<file path="src/hbas_params.svh">
// Constants shared by the host bus address select ends.
// Assumes inclusion by bare name from package and modules.
`ifndef HBAS_PARAMS_SVH
`define HBAS_PARAMS_SVH
`define HBAS_DATA_W 8
`define HBAS_FIFO_DEPTH 16
`define HBAS_PTR_W 4
`define HBAS_RST_CYCLES 4'h8
`define HBAS_IDLE_CHAR 8'hbc
`define HBAS_CTRL_RESET 8'h01
`define HBAS_REG_CTRL 4'h0
`define HBAS_REG_STAT 4'h1
`define HBAS_REG_TXD 4'h2
`define HBAS_REG_RXD 4'h3
`define HBAS_BIT_BYP 0
`define HBAS_BIT_CAS 1
`define HBAS_BIT_AM 2
`define HBAS_BIT_TRANSMIT_FIFO_RESET_N 3
`define HBAS_BIT_RECEIVE_FIFO_RESET_N 4
`define HBAS_BIT_TXGO 0
`define HBAS_BIT_RXGO 1
`endif

</file>
<file path="src/hbas_pkg.sv">
// Types for the host bus address select ends.
// Assumes hbas_params.svh is on the include path.
`include "hbas_params.svh"
package hbas_pkg;
  typedef enum logic {HBAS_UTOPIA, HBAS_CASCADE} hbas_model_t;
  typedef logic [`HBAS_DATA_W-1:0] hbas_byte_t;
endpackage : hbas_pkg

</file>
<file path="src/hbas_if.sv">
// Parallel host bus between the transceiver and its host.
// Assumes one shared clock; flag pins resolved by the testbench.
`timescale 1ns/10ps
`default_nettype none
interface hbas_if;
  logic address_match_n;
  logic transmit_write_enable;
  logic receive_read_enable;
  logic transmit_fifo_reset_n;
  logic receive_fifo_reset_n;
  logic fifo_bypass_n;
  logic timing_model_select;
  hbas_pkg::hbas_byte_t transmit_data_bus;
  hbas_pkg::hbas_byte_t receive_data_bus;
  logic receive_data_oe;
  logic transmit_full_flag;
  logic transmit_empty_flag;
  logic transmit_flag_oe;
  logic receive_full_flag;
  logic receive_empty_flag;
  logic receive_flag_oe;
  modport dev (
    input address_match_n, transmit_write_enable, receive_read_enable,
    input transmit_fifo_reset_n, receive_fifo_reset_n, fifo_bypass_n,
    input timing_model_select, transmit_data_bus,
    output receive_data_bus, receive_data_oe, transmit_full_flag,
    output transmit_empty_flag, transmit_flag_oe, receive_full_flag,
    output receive_empty_flag, receive_flag_oe
  );
  modport host (
    output address_match_n, transmit_write_enable, receive_read_enable,
    output transmit_fifo_reset_n, receive_fifo_reset_n, fifo_bypass_n,
    output timing_model_select, transmit_data_bus,
    input receive_data_bus, receive_data_oe, transmit_full_flag,
    input transmit_empty_flag, transmit_flag_oe, receive_full_flag,
    input receive_empty_flag, receive_flag_oe
  );
endinterface : hbas_if
`default_nettype wire

</file>
<file path="src/hbas_dev.sv">
// Device end: address match, selection, FIFO reset and flag drivers.
// Assumes one 50 MHz clock stands for all interface clocks.
//
// Implementation choices: the register offsets and strobed register access.
`timescale 1ns/10ps
`default_nettype none
`include "hbas_params.svh"
// Functional notes
// - Asynchronous mode keeps both FIFOs enabled
// - Internal side runs from device clock only
// - Synchronous mode bypasses both FIFOs
// - UTOPIA: flags and enables active low
// - Cascade: polarities high, data latch shifted
// - Only eight-bit data path exists
// - Address match covers transmit and receive
// - Each side samples address match separately
// - FIFO mode: transmit flags follow sampled match
// - Bypass mode: same on reference clock
// - Receive flags follow sampled match
// - Selection and reset sequence never together
// - Host asserts match before or with enable
// - Transmit addressed state enter and leave
// - Transmit flags driven only when addressed
// - Select on enable assertion while addressed (fall in UTOPIA, rise in cascade)
// - Selected: capture data each edge
// - Enable before addressing is ignored
// - Receive select drives FIFO data out
// - FIFO reset after eight held cycles
// - Bypass idle sends idle character
module hbas_dev (
  input wire logic CLOCK_I,
  input wire logic SRST_I,
  hbas_if.dev BUS,
  output logic [`HBAS_DATA_W-1:0] LINE_DATA_O,
  output logic LINE_VALID_O,
  input wire logic LINE_READY_I,
  input wire logic [`HBAS_DATA_W-1:0] LINE_DATA_I,
  input wire logic LINE_VALID_I,
  output logic TX_FIFO_RESET_O,
  output logic RX_FIFO_RESET_O
);
  localparam int D = `HBAS_FIFO_DEPTH;
  logic [`HBAS_DATA_W-1:0] tx_mem [D];
  logic [`HBAS_DATA_W-1:0] rx_mem [D];
  logic [`HBAS_PTR_W:0] tx_wp_r, tx_rp_r, rx_wp_r, rx_rp_r;
  logic am_tx_r, am_rx_r, tx_match_r, tx_rmatch_r, rx_match_r, rx_rmatch_r;
  logic tx_sel_r, rx_sel_r, transmit_write_enable_n_prev_r, receive_read_enable_n_prev_r;
  logic [3:0] tx_cnt_r, rx_cnt_r;
  logic [`HBAS_DATA_W-1:0] tx_lat_r, rx_q_r;
  logic tx_lat_v_r;
  logic cas, byp, transmit_write_enable_n, receive_read_enable_n, tx_full, tx_empty, rx_full, rx_empty;

  // Enable polarity follows timing model
  assign cas = BUS.timing_model_select;
  assign byp = ~BUS.fifo_bypass_n;
  assign transmit_write_enable_n = cas ? BUS.transmit_write_enable : ~BUS.transmit_write_enable;
  assign receive_read_enable_n = cas ? BUS.receive_read_enable : ~BUS.receive_read_enable;

  function automatic logic ptr_full(input logic [`HBAS_PTR_W:0] w, input logic [`HBAS_PTR_W:0] r);
    ptr_full = (w[`HBAS_PTR_W] != r[`HBAS_PTR_W]) &&
               (w[`HBAS_PTR_W-1:0] == r[`HBAS_PTR_W-1:0]);
  endfunction : ptr_full

  assign tx_full = ptr_full(tx_wp_r, tx_rp_r);
  assign tx_empty = (tx_wp_r == tx_rp_r);
  assign rx_full = ptr_full(rx_wp_r, rx_rp_r);
  assign rx_empty = (rx_wp_r == rx_rp_r);

  // Both sides take the same input but keep their own samples
  always_ff @(posedge CLOCK_I) begin
    if (SRST_I) begin
      am_tx_r <= 1'b0;
      am_rx_r <= 1'b0;
    end else begin
      am_tx_r <= ~BUS.address_match_n;
      am_rx_r <= ~BUS.address_match_n;
    end
  end

  always_ff @(posedge CLOCK_I) begin
    if (SRST_I) begin
      tx_match_r <= 1'b0;
      tx_rmatch_r <= 1'b0;
      rx_match_r <= 1'b0;
      rx_rmatch_r <= 1'b0;
    end else begin
      tx_match_r <= ~BUS.address_match_n & BUS.transmit_fifo_reset_n;
      tx_rmatch_r <= ~BUS.address_match_n & ~BUS.transmit_fifo_reset_n;
      rx_match_r <= ~BUS.address_match_n & BUS.receive_fifo_reset_n;
      rx_rmatch_r <= ~BUS.address_match_n & ~BUS.receive_fifo_reset_n;
    end
  end

  // Selection needs a fresh enable edge, so early enables never select
  always_ff @(posedge CLOCK_I) begin
    if (SRST_I) begin
      tx_sel_r <= 1'b0;
      rx_sel_r <= 1'b0;
      transmit_write_enable_n_prev_r <= 1'b0;
      receive_read_enable_n_prev_r <= 1'b0;
    end else begin
      transmit_write_enable_n_prev_r <= transmit_write_enable_n;
      receive_read_enable_n_prev_r <= receive_read_enable_n;
      if (!transmit_write_enable_n) tx_sel_r <= 1'b0;
      else if (!transmit_write_enable_n_prev_r && tx_match_r) tx_sel_r <= 1'b1;
      if (!receive_read_enable_n) rx_sel_r <= 1'b0;
      else if (!receive_read_enable_n_prev_r && (byp ? am_rx_r : rx_match_r)) rx_sel_r <= 1'b1;
    end
  end

  // Reset sequence counts only while not selected and enable off
  always_ff @(posedge CLOCK_I) begin
    if (SRST_I) begin
      tx_cnt_r <= 4'h0;
      rx_cnt_r <= 4'h0;
    end else begin
      if (!tx_rmatch_r) tx_cnt_r <= 4'h0;
      else if (!transmit_write_enable_n && !tx_sel_r && tx_cnt_r != `HBAS_RST_CYCLES) begin
        tx_cnt_r <= tx_cnt_r + 4'h1;
      end
      if (!rx_rmatch_r) rx_cnt_r <= 4'h0;
      else if (!receive_read_enable_n && !rx_sel_r && rx_cnt_r != `HBAS_RST_CYCLES) rx_cnt_r <= rx_cnt_r + 4'h1;
    end
  end

  wire tx_clr = tx_rmatch_r && tx_cnt_r == `HBAS_RST_CYCLES - 4'h1 && !transmit_write_enable_n;
  wire rx_clr = rx_rmatch_r && rx_cnt_r == `HBAS_RST_CYCLES - 4'h1 && !receive_read_enable_n;
  assign TX_FIFO_RESET_O = tx_clr;
  assign RX_FIFO_RESET_O = rx_clr;

  // Cascade latches the word a cycle after the enable
  always_ff @(posedge CLOCK_I) begin
    if (SRST_I) begin
      tx_lat_r <= 8'h00;
      tx_lat_v_r <= 1'b0;
    end else begin
      tx_lat_r <= BUS.transmit_data_bus;
      tx_lat_v_r <= transmit_write_enable_n && (tx_sel_r || (!transmit_write_enable_n_prev_r && tx_match_r));
    end
  end

  wire tx_take_u = tx_sel_r && transmit_write_enable_n;
  wire tx_push = !byp && (cas ? tx_lat_v_r : tx_take_u) && !tx_full;
  wire [`HBAS_DATA_W-1:0] tx_word = cas ? tx_lat_r : BUS.transmit_data_bus;
  wire tx_pop = LINE_READY_I && !byp && !tx_empty;

  always_ff @(posedge CLOCK_I) begin
    if (SRST_I || tx_clr) begin
      tx_wp_r <= '0;
      tx_rp_r <= '0;
    end else begin
      if (tx_push) tx_wp_r <= tx_wp_r + 5'h1;
      if (tx_pop) tx_rp_r <= tx_rp_r + 5'h1;
    end
  end

  always_ff @(posedge CLOCK_I) begin
    if (tx_push) tx_mem[tx_wp_r[`HBAS_PTR_W-1:0]] <= tx_word;
  end

  // Bypass: idle character whenever no data is written
  always_ff @(posedge CLOCK_I) begin
    if (SRST_I) begin
      LINE_DATA_O <= 8'h00;
      LINE_VALID_O <= 1'b0;
    end else if (byp) begin
      LINE_DATA_O <= transmit_write_enable_n ? BUS.transmit_data_bus : `HBAS_IDLE_CHAR;
      LINE_VALID_O <= 1'b1;
    end else begin
      LINE_DATA_O <= tx_mem[tx_rp_r[`HBAS_PTR_W-1:0]];
      LINE_VALID_O <= tx_pop;
    end
  end

  wire rx_push = LINE_VALID_I && !byp && !rx_full;
  wire rx_pop = rx_sel_r && receive_read_enable_n && !byp && !rx_empty;

  always_ff @(posedge CLOCK_I) begin
    if (SRST_I || rx_clr) begin
      rx_wp_r <= '0;
      rx_rp_r <= '0;
    end else begin
      if (rx_push) rx_wp_r <= rx_wp_r + 5'h1;
      if (rx_pop) rx_rp_r <= rx_rp_r + 5'h1;
    end
  end

  always_ff @(posedge CLOCK_I) begin
    if (rx_push) rx_mem[rx_wp_r[`HBAS_PTR_W-1:0]] <= LINE_DATA_I;
  end

  always_ff @(posedge CLOCK_I) begin
    if (SRST_I) rx_q_r <= 8'h00;
    else if (byp && LINE_VALID_I) rx_q_r <= LINE_DATA_I;
    else if (rx_pop) rx_q_r <= rx_mem[rx_rp_r[`HBAS_PTR_W-1:0]];
  end

  assign BUS.receive_data_bus = rx_q_r;
  assign BUS.receive_data_oe = rx_sel_r;
  // Flags asserted show full/empty in model polarity
  assign BUS.transmit_full_flag = cas ? tx_full : ~tx_full;
  assign BUS.transmit_empty_flag = cas ? tx_empty : ~tx_empty;
  assign BUS.receive_full_flag = cas ? rx_full : ~rx_full;
  assign BUS.receive_empty_flag = cas ? rx_empty : ~rx_empty;
  assign BUS.transmit_flag_oe = byp ? am_tx_r : (tx_match_r | tx_rmatch_r);
  assign BUS.receive_flag_oe = byp ? am_rx_r : (rx_match_r | rx_rmatch_r);
endmodule : hbas_dev
`default_nettype wire

</file>
<file path="src/flat_wrapper.sv">
// flat-port wrapper written by rule: the top's interface ports become plain ports
module hbas_dev_flat 
  (CLOCK_I, SRST_I, LINE_DATA_O, LINE_VALID_O, LINE_READY_I, LINE_DATA_I, LINE_VALID_I, TX_FIFO_RESET_O, RX_FIFO_RESET_O, BUS_address_match_n, BUS_transmit_write_enable, BUS_receive_read_enable, BUS_transmit_fifo_reset_n, BUS_receive_fifo_reset_n, BUS_fifo_bypass_n, BUS_timing_model_select, BUS_transmit_data_bus, BUS_receive_data_bus, BUS_receive_data_oe, BUS_transmit_full_flag, BUS_transmit_empty_flag, BUS_transmit_flag_oe, BUS_receive_full_flag, BUS_receive_empty_flag, BUS_receive_flag_oe);
  hbas_if BUS_i ();
  input wire logic CLOCK_I;
  input wire logic SRST_I;
  output logic [`HBAS_DATA_W-1:0] LINE_DATA_O;
  output logic LINE_VALID_O;
  input wire logic LINE_READY_I;
  input wire logic [`HBAS_DATA_W-1:0] LINE_DATA_I;
  input wire logic LINE_VALID_I;
  output logic TX_FIFO_RESET_O;
  output logic RX_FIFO_RESET_O;
  input wire logic [$bits(BUS_i.address_match_n)-1:0] BUS_address_match_n;
  input wire logic [$bits(BUS_i.transmit_write_enable)-1:0] BUS_transmit_write_enable;
  input wire logic [$bits(BUS_i.receive_read_enable)-1:0] BUS_receive_read_enable;
  input wire logic [$bits(BUS_i.transmit_fifo_reset_n)-1:0] BUS_transmit_fifo_reset_n;
  input wire logic [$bits(BUS_i.receive_fifo_reset_n)-1:0] BUS_receive_fifo_reset_n;
  input wire logic [$bits(BUS_i.fifo_bypass_n)-1:0] BUS_fifo_bypass_n;
  input wire logic [$bits(BUS_i.timing_model_select)-1:0] BUS_timing_model_select;
  input wire logic [$bits(BUS_i.transmit_data_bus)-1:0] BUS_transmit_data_bus;
  output wire logic [$bits(BUS_i.receive_data_bus)-1:0] BUS_receive_data_bus;
  output wire logic [$bits(BUS_i.receive_data_oe)-1:0] BUS_receive_data_oe;
  output wire logic [$bits(BUS_i.transmit_full_flag)-1:0] BUS_transmit_full_flag;
  output wire logic [$bits(BUS_i.transmit_empty_flag)-1:0] BUS_transmit_empty_flag;
  output wire logic [$bits(BUS_i.transmit_flag_oe)-1:0] BUS_transmit_flag_oe;
  output wire logic [$bits(BUS_i.receive_full_flag)-1:0] BUS_receive_full_flag;
  output wire logic [$bits(BUS_i.receive_empty_flag)-1:0] BUS_receive_empty_flag;
  output wire logic [$bits(BUS_i.receive_flag_oe)-1:0] BUS_receive_flag_oe;
  assign BUS_i.address_match_n = BUS_address_match_n;
  assign BUS_i.transmit_write_enable = BUS_transmit_write_enable;
  assign BUS_i.receive_read_enable = BUS_receive_read_enable;
  assign BUS_i.transmit_fifo_reset_n = BUS_transmit_fifo_reset_n;
  assign BUS_i.receive_fifo_reset_n = BUS_receive_fifo_reset_n;
  assign BUS_i.fifo_bypass_n = BUS_fifo_bypass_n;
  assign BUS_i.timing_model_select = BUS_timing_model_select;
  assign BUS_i.transmit_data_bus = BUS_transmit_data_bus;
  assign BUS_receive_data_bus = BUS_i.receive_data_bus;
  assign BUS_receive_data_oe = BUS_i.receive_data_oe;
  assign BUS_transmit_full_flag = BUS_i.transmit_full_flag;
  assign BUS_transmit_empty_flag = BUS_i.transmit_empty_flag;
  assign BUS_transmit_flag_oe = BUS_i.transmit_flag_oe;
  assign BUS_receive_full_flag = BUS_i.receive_full_flag;
  assign BUS_receive_empty_flag = BUS_i.receive_empty_flag;
  assign BUS_receive_flag_oe = BUS_i.receive_flag_oe;
  hbas_dev u_core (.CLOCK_I(CLOCK_I), .SRST_I(SRST_I), .BUS(BUS_i), .LINE_DATA_O(LINE_DATA_O), .LINE_VALID_O(LINE_VALID_O), .LINE_READY_I(LINE_READY_I), .LINE_DATA_I(LINE_DATA_I), .LINE_VALID_I(LINE_VALID_I), .TX_FIFO_RESET_O(TX_FIFO_RESET_O), .RX_FIFO_RESET_O(RX_FIFO_RESET_O));
endmodule
</file>
<file path="config.mk">
export PLATFORM = sky130hd
export DESIGN_NAME = hbas_dev_flat
export DESIGN_NICKNAME = d
export VERILOG_FILES = /design/src/hbas_pkg.sv /design/src/hbas_if.sv /design/src/hbas_dev.sv /design/src/flat_wrapper.sv
export VERILOG_INCLUDE_DIRS = /design/src
export SDC_FILE = /design/constraint.sdc
export NUM_CORES = 1
export LEC_CHECK = 0
export ABC_AREA = 1
export BUFFER_PORTS_ARGS = -buffer_cell sky130_fd_sc_hd__buf_4
export CAP_MARGIN = 30
export CORE_MARGIN = 8
export CORE_UTILIZATION = 41
export CTS_CLUSTER_DIAMETER = 120
export DETAILED_ROUTE_END_ITERATION = 16
export PLACE_DENSITY = 0.66
export SKIP_LAST_GASP = 1
export SYNTH_ARGS = -nofsm -noshare
export SYNTH_HDL_FRONTEND = slang
export SYNTH_SLANG_ARGS = --single-unit
</file>
<file path="constraint.sdc">
create_clock -name CLOCK_I -period 4.02 [get_ports CLOCK_I]
set_input_delay 0.402 -clock CLOCK_I [delete_from_list [all_inputs] [get_ports CLOCK_I]]
set_output_delay 0.402 -clock CLOCK_I [all_outputs]
set_load 0.02 [all_outputs]
</file>
== Word level (Yosys, flattened, before mapping) ==
Memory sizes are Yosys's and may differ from the RTL's. A register that Yosys moved wholly into a read port is not among the register bits.
Cells that the tools add are included.

* Add/subtract/negate cells: 6
* Eq/ne operators: 10
* Multiplexer cells: 24
* Bitwise logic cells: 20
* Reduce and logical (&&, ||, !) cells: 42

{| class="wikitable"
|+ Operators with widths
! operator !! number
|-
| two-way mux 8 bit || 5
|-
| logical AND 1 bit || 24
|-
| adder 5 x 1 -> 5 bit (second input constant) || 4
|-
| two-way mux 4 bit || 4
|-
| two-way mux 1 bit || 15
|-
| NOT 1 bit || 14
|-
| == test 5 bit || 2
|-
| logical NOT 1 bit || 10
|-
| adder 4 x 1 -> 4 bit (second input constant) || 2
|-
| == test 4 x 3 -> 1 bit (second input constant) || 2
|-
| == test 4 bit || 2
|-
| inequality test 4 bit (second input constant) || 2
|-
| OR reduction 2 bit || 4
|-
| AND 1 bit || 4
|-
| logical OR 1 bit || 3
|-
| inequality test 1 bit || 2
|-
| OR 1 bit || 2
|-
| nonzero test 2 bit || 1
|}

* Flip-flop bits (word level): 63
* Memory bits (writable): 256
* Input port bits: 27
* Word-level logic and storage cells: 124
* Memories: 2

{| class="wikitable"
|+ Memory list
! name !! depth !! width !! rd ports !! clocked after Yosys merged registers in !! write ports !! RTL line !! source
|-
| u_core.rx_mem || 16 || 8 || 1 || 1 || 1 || hbas_dev.sv:44 || <nowiki>logic [`HBAS_DATA_W-1:0] rx_mem [D];</nowiki>
|-
| u_core.tx_mem || 16 || 8 || 1 || 1 || 1 || hbas_dev.sv:43 || <nowiki>logic [`HBAS_DATA_W-1:0] tx_mem [D];</nowiki>
|}

== Logic depth before layout (Yosys ltp) ==
Gate-level depths: netlist of the first run.

* Depth in word-level cells: 8
* Gate-level depth with buffers: 11
* Gate-level depth less buffers: 10

== Worst setup path before layout of the first run ==
Ideal clock, no wire load.

* Kind: input-to-reg
* Start point: input port BUS_timing_model_select
* End point: memory u_core.tx_mem[0][0] (netlist bit), enable pin
* Setup time: 370 ps
* Arrival time: 1631 ps
* Path slack: 2019 ps
* Cell stages on the path: 8
* Path buffers: 1
* Cell sequence: buf_4 -> nor3_1 -> a21oi_1 -> nor2_2 -> nand2_2 -> inv_2 -> nand2_1 -> nor2_1

* Word-level cells in the longest chain between the ends: 7

{| class="wikitable"
|+ RTL lines
! item !! RTL line !! source
|-
| from (decl) || flat_wrapper.sv:20 || <nowiki>input wire logic [$bits(BUS_i.timing_model_select)-1:0] BUS_timing_model_select;</nowiki>
|-
| two-way mux 1 bit || hbas_dev.sv:56 || <nowiki>assign transmit_write_enable_n = cas ? BUS.transmit_write_enable : ~BUS.transmit_write_enable;</nowiki>
|-
| logical AND 1 bit || hbas_dev.sv:142 || <nowiki>wire tx_take_u = tx_sel_r && transmit_write_enable_n;</nowiki>
|-
| two-way mux 1 bit (*) || hbas_dev.sv:143 || <nowiki>wire tx_push = !byp && (cas ? tx_lat_v_r : tx_take_u) && !tx_full;</nowiki>
|-
| logical AND 1 bit (*) (2 in series) || hbas_dev.sv:143 ||
|-
| two-way mux 1 bit (*) (2 in series) || hbas_dev.sv:158 || <nowiki>if (tx_push) tx_mem[tx_wp_r[`HBAS_PTR_W-1:0]] <= tx_word;</nowiki>
|-
| to (decl) || hbas_dev.sv:43 ||
|}

Every way passes the cells marked *; elsewhere a longest branch is shown, timed or not.

== Final worst setup path of the first run ==
* Start point: register u_core.tx_wp_r[2]
* End point: memory u_core.tx_mem[10][2] (netlist bit), enable pin

* Word-level cells in the longest chain between the ends: 6

{| class="wikitable"
|+ RTL lines
! item !! RTL line !! source
|-
| from (decl) || hbas_dev.sv:45 || <nowiki>logic [`HBAS_PTR_W:0] tx_wp_r, tx_rp_r, rx_wp_r, rx_rp_r;</nowiki>
|-
| from (signal assigned) || hbas_dev.sv:152 || <nowiki>if (tx_push) tx_wp_r <= tx_wp_r + 5'h1;</nowiki>
|-
| == test 4 bit || hbas_dev.sv:61 || <nowiki>(w[`HBAS_PTR_W-1:0] == r[`HBAS_PTR_W-1:0]);</nowiki>
|-
| logical AND 1 bit || hbas_dev.sv:60 || <nowiki>ptr_full = (w[`HBAS_PTR_W] != r[`HBAS_PTR_W]) &&</nowiki>
|-
| logical NOT 1 bit || hbas_dev.sv:143 ||
|-
| logical AND 1 bit || hbas_dev.sv:143 ||
|-
| two-way mux 1 bit (2 in series) || hbas_dev.sv:158 ||
|}

Parallel ways exist; a longest one is shown, timed or not.

==> metrics.md, run 1 <==
| Metric | Value |
|---|---|
| GRT met3 Usage | 2.26% |
| Grt met2 use | 22.8% |
| Root Buffer | clkbuf_16 |
| Port Buf Inserts | 52 |
| Rel. slew slack | 31.2% |
| Hold/Removal Path Class | in -> reg |
| Pre-antenna DRT Iters | 5 |
| Hold Slack | 0.0994 ns |
| Non-filler cells, final | 1,867 |
| Chip width | 201 microns |
| Clock skew | 0.0108 ns |
| Initial antenna violation count | 0 |
| PD cells | 437 nW/um^2 |
| Yosys cell types | 38 |
| Busiest grt layer | met2 |
| Max Cap Viol | 0 |
| FF+latch count, synth | 327 |
| Die Ht | 201 microns |
| Vias/cell | 5.04 |
| Max-slew violations | 0 |
| Core ar. | 33,500 sq um |
| Post-CTS sizing | 0 |
| Status | complete, no violations |
| Vias in the first global route | 8,918 |
| Place WS | 1.47 ns |
| Mean routed wirelength per cell | 16.6 microns |
| # diodes | 0 |
| Largest area contributor in the netlist | edfxtp_1 |
| RSZ-0062 raised after global routing | no |
| Period Utilization, post-route | 59.1% |
| Die area | 40,300 sq um |
| CP arrival | 2.56 ns |
| Post-Syn Area | 14,000 sq um |
| Final setup slack of the worst path | 1.64 ns |
| Io pins | 53 |
| Synth top area share | 55.0% |
| Critical path fanouts, max | 8 |
| P&R area growth vs syn | 13.1% |
| Nets@finish | 1,436 |
| Setup repair bufs after CTS | 0 |
| Register area share after synthesis | 65.2% |
| Routability cong. | 0.873 |
| First-pass GRT wire length | 49,500 microns |
| Final setup violation count | 0 |
| Post-synth ARST share | 0% |
| GRT Total Usage | 14.9% |
| Post-Route WL | 31,000 microns |
| Synth top area cells | edfxtp_1 (55%), dfxtp_1 (10%), nand2_1 (7.4%) |
| Fillers | 3,086 |
| # H-tree levels | 1 |
| Most common cell in the netlist | nand2_1 |
| Max clock buf depth | 3 |
| ANT nets after route | 0 |
| Clock sinks | 327 |
| Worst Tran Pin Value | 1.03 ns |
| Via count | 9,417 |
| Avg Inst Size Synth | 10.2 sq um |
| Startpoint types | flop |
| Worst skew pair latency | 0.55 ns |
| Peak supply drop | 0.000529 V |
| CP Data Required Time | 4.20 ns |
| Achievable Freq | 0.421 GHz |
| Leakage | 0.00609 uW |
| Setup TNS Final | 0 ns |
| Register Area | 9110 sq um |
| Dpl cells | 1,808 |
| Final Hold Fails | 0 |
| Grt ovf | 0 |
| Synth cell count leaders | nand2_1 (277), edfxtp_1 (256), inv_1 (186) |
| Ys Warns | 0 |
| CTS Buf Count | 30 |
| Multi-input gate area | 3880 sq um |
| Clock transition at path regs | 0.07 ns |
| Initial core utilization | 41.7% |
| Setup Crit Path Kind | reg -> reg |
| Post-synth EDFFs | 256 |
| Net Count, Synth | 1,406 |
| Post-layout min period | 2.38 ns |
| CTS tree | built |
| Initial DRC count | 723 |
| Drt drc | 0 |
| Largest net degree at the start of global routing | 113 |
| Global-route met1 utilization | 21.9% |
| Share of cells above drive strength 1 | 10.3% |
| Hpwl dp | 20,100 microns |
| Site row count | 67 |
| Top_reg_cell synth | edfxtp_1 |
| Post-Syn Instances | 1,365 |
| Crit path capture type | flop |
layout by cell type, fill, tap and decap left out, drive strengths merged, types with 14 or more instances in the layout:
master / Yosys / final
nand3: 185 / 185
o21ai: 61 / 61
clkbuf: 36 / 39
nor2: 83 / 83
edfxtp: 256 / 256
o211ai: 37 / 37
ha: 14 / 14
a21oi: 83 / 83
nand2: 284 / 284
buf: 27 / 58
dfxtp: 71 / 71
inv: 195 / 197
cell families after synthesis:
kind of cell	synth area share (%)
compound gates	7.27
xor+xnor	1.30
fa+ha+maj	1.25
buf+inv	7.26
flops	65.2
simple gates	17.8
worst paths after layout:
kind,slack [ns],end,depth (start not counted),from
setup reg to reg,1.64,u_core.tx_mem[10][2]$_DFFE_PP_,8,u_core.tx_wp_r[2]$_SDFFE_PP0P_
hold reg to reg,0.46,u_core.rx_cnt_r[2]$_SDFFE_PP0P_,1,u_core.rx_cnt_r[2]$_SDFFE_PP0P_
setup / recovery,1.64,u_core.tx_mem[10][2]$_DFFE_PP_,8,u_core.tx_wp_r[2]$_SDFFE_PP0P_
hold / removal,0.1,u_core.tx_lat_r[1]$_SDFF_PP0_,3,BUS_transmit_data_bus[1]
worst max-delay path, stage by stage (launching register included):
cell     delay, ns
dfxtp_1       0.51
xor2_1        0.19
nor2_1        0.06
and2_1        0.16
nand2_2       0.13
nand2_2       0.12
inv_2         0.13
nand2_1       0.16
nor2_1        0.55
stage by stage:
stage	util [%]	total power (uW)	cell area [sq um]
after global routing	47.2	7110	15800
final	47.2	6920	15800
after CTS	47.2	6940	15800
after detailed placement	44.0	4060	14800
after floorplan	-	3920	14000
after global placement	43.9	4060	14700
layout make-up:
class                      count  area share [%]
inverter                     197            4.69
multi-input combinational    778            24.6
clock buffer                  39            5.23
timing repair buffer          61            3.15
sequential                   327            57.6
clock inverter                17            1.19
tap                          448            3.54
layer usage:
metal / share of wire, % / up-vias
li1: - / 4627
met1: 48 / 4468
met2: 44 / 283
met3: 6.3 / 39
met4: 1.7 / 0
met5: 0 / -
state kept, by name, summed over array words and instances, names as in the netlist, 4 cells and up, named ones only:
register                     flops
u_core.rx_mem                  128
u_core.rx_rp_r                   5
u_core.LINE_DATA_O               8
u_core.BUS.receive_data_bus      8
u_core.tx_mem                  128
u_core.rx_cnt_r                  4
u_core.tx_rp_r                   5
u_core.rx_wp_r                   5
u_core.tx_cnt_r                  4
u_core.tx_lat_r                  8
u_core.tx_wp_r                   5
power by group:
part           internal [uW]  switching, uW
logic                   85.8            214
clock network           1710           1220
registers               3680           14.1
total                   5470           1450
what timing repair did:
item	CTS	global route
endpoints found under the setup margin	0	0
hold endpoints to repair	3	0
hold buffers	3	0
Power figures use the tool's default switching activity.
==> run 2, diff against run 1 <==
==> constraint.sdc (replaced) <==
create_clock -name CLOCK_I -period 2.4 [get_ports CLOCK_I]
set_input_delay 0.24 -clock CLOCK_I [delete_from_list [all_inputs] [get_ports CLOCK_I]]
set_output_delay 0.24 -clock CLOCK_I [all_outputs]
set_load 0.02 [all_outputs]
==> run 2 against run 1 <==
Net effect:
- total power is 68% higher
- clock power is 68% higher
- clock skew is 0.0035 ns higher
- routed wire length is 5.4% higher
- die area stayed put
- combinational power is 79% higher
- register-to-register slack worse by 1.4 ns
- critical endpoint is now BUS_transmit_full_flag
- largest power group unchanged
==> metrics.md, run 2 (synthesis gave the netlist of run 1 again) <==
| Metric | Value |
|---|---|
| Post-CTS sizing | 0 (unchanged) |
| Hold Slack | 0.0378 ns (-0.0617 ns) |
| Worst path max stage delay | 0.49 ns (-0.06 ns) |
| Grt ovf | 0 (unchanged) |
| Max Cap Viol | 0 (unchanged) |
| Final Hold Fails | 0 (unchanged) |
| Post-Route WL | 32,700 microns (+5.4%) |
| CTS tree | built |
| First-pass GRT wire length | 51,000 microns (+3.2%) |
| Commonest non-fill, non-tap cell in the layout | nand2_1 |
| Port Buf Inserts | 52 (unchanged) |
| Setup TNS Final | 0 ns (unchanged) |
| Worst skew pair latency | 0.56 ns (about the same) |
| Vias/cell | 5.06 (+0.31%) |
| P&R area growth vs syn | 16.4% |
| Io pins | 53 (unchanged) |
| CTS Buf Count | 31 (+3.3%) |
| Via count | 9,719 (+3.2%) |
| Non-filler cells, final | 1,921 (+2.9%) |
| Share of cells above drive strength 1 | 13.2% (+2.9 points) |
| Setup repair bufs after CTS | 0 (unchanged) |
| Max clock buf depth | 3 (unchanged) |
| Routability cong. | 0.971 (+11%) |
| Leakage | 0.00638 uW (+4.6%) |
| Dpl cells | 1,853 (+2.5%) |
| PD cells | 715 nW/um^2 (+63%) |
| Period Utilization, post-route | 90.3% |
| Fillers | 3,052 (-1.1%) |
| Site row count | 67 (unchanged) |
| Power Total | 11,600 uW (+68%) |
| Setup Crit Path Kind | reg -> out |
| Crit-path cells | xor2_1 > nor2_1 > and2_1 > nand2_2 > xor2_1 > buf_4 |
| RSZ-0062 raised after global routing | no |
| Status | complete, no violations |
| Root Buffer | clkbuf_16 |
| Hold/Removal Path Class | in -> reg |
| Hold-fix buffers at CTS | 11 (+8) |
| CP Data Required Time | 2.16 ns (-2.04 ns) |
| Clock skew | 0.0143 ns (+0.00351 ns) |
| Die Ht | 201 microns (unchanged) |
| Crit path capture type | primary output |
| Initial core utilization | 41.7% (unchanged) |
| Pre-antenna DRT Iters | 5 (unchanged) |
| Clock sinks | 327 (unchanged) |
| Critical path fanouts, max | 8 (unchanged) |
| Critical path's top delay family | flip-flops |
| WP buf/inv | 1 (unchanged) |
| Final setup violation count | 0 (unchanged) |
| Chip width | 201 microns (unchanged) |
| # diodes | 0 (unchanged) |
| Worst-path cell with the longest stage delay | dfxtp_1 |
| CP arrival | 1.93 ns (-0.63 ns) |
| Core ar. | 33,500 sq um (unchanged) |
| Worst Tran Pin Value | 1.00 ns (-0.0275 ns) |
| Post-layout min period | 2.17 ns |
| GRT Total Usage | 15.7% (+0.74 points) |
| Max-slew violations | 0 (unchanged) |
| # H-tree levels | 1 (unchanged) |
| Startpoint types | flop |
| Achievable Freq | 0.461 GHz |
| ANT nets after route | 0 (unchanged) |
| Rel. slew slack | 33.1% (+1.8 points) |
| Initial antenna violation count | 0 (unchanged) |
| Mean routed wirelength per cell | 17.0 microns (+2.4%) |
| Most frequent cells in the layout | nand2_1 (277), edfxtp_1 (256), inv_1 (186) |
| Initial DRC count | 933 (+29%) |
| Drt drc | 0 (unchanged) |
| Nets@finish | 1,490 (+3.8%) |
| Hpwl dp | 21,300 microns (+6.2%) |
| Largest net degree at the start of global routing | 71 (-37%) |
| Vias in the first global route | 9,354 (+4.9%) |
| Clock transition at path regs | 0.06 ns (about the same) |
| Die area | 40,300 sq um (unchanged) |
| Crit path top cell by count | xor2_1 |
| Peak supply drop | 0.000669 V (+26%) |
[run 2: cell type report]
class	count	area [sq um]	share of cell area (%)
sequential	327	9110	56.0
clock buffer	46	926	5.69
tap	448	561	3.44
timing repair buffer	114	928	5.71
multi-input combinational	778	3880	23.9
inverter	197	742	4.56
clock inverter	11	116	0.715
[run 2: where the power goes]
part	internal, uW	switching [uW]	leakage [uW]
registers	6160	24.7	0.00290
clock network	2880	2040	0.000511
logic	166	368	0.00297
total	9210	2430	0.00638
[run 2: path summary, 6_finish.rpt]
kind,from,endpoint,slack (ns),cells past startpoint
worst min-delay path,BUS_receive_read_enable,u_core.receive_read_enable_n_prev_r$_SDFF_PP0_,0.04,3
worst max register to register,u_core.tx_wp_r[2]$_SDFFE_PP0P_,u_core.tx_mem[14][5]$_DFFE_PP_,0.29,9
worst min register to register,u_core.rx_cnt_r[2]$_SDFFE_PP0P_,u_core.rx_cnt_r[2]$_SDFFE_PP0P_,0.46,1
worst max-delay path,u_core.tx_wp_r[2]$_SDFFE_PP0P_,BUS_transmit_full_flag,0.23,6
[run 2: worst reg2reg max path, stage by stage (launching register included)]
cell and delay [ns]:
dfxtp_1 0.49, xor2_1 0.18, nor2_1 0.06, and2_1 0.16
nand2_2 0.13, nand2_2 0.12, inv_2 0.12, nand2_1 0.20
nor2_1 0.16, buf_4 0.19
[run 2: per-stage QoR]
stage                     util [%]  instance area (sq um)  setup WS (ns)
after floorplan                  -                  14000          0.487
after global placement        45.0                  15100          0.351
after detailed placement      45.1                  15100          0.320
after CTS                     48.5                  16300          0.227
after global routing          48.5                  16300         0.0979
final                         48.5                  16300          0.232
[run 2: routing by layer]
metal | share of wire, % | track usage, % | wire length [microns]
met5 | 0 | 0 | 0
met4 | 1.9 | 4.05 | 629
met1 | 46 | 22.8 | 15200
met2 | 45 | 24.4 | 14600
met3 | 6.8 | 2.16 | 2220
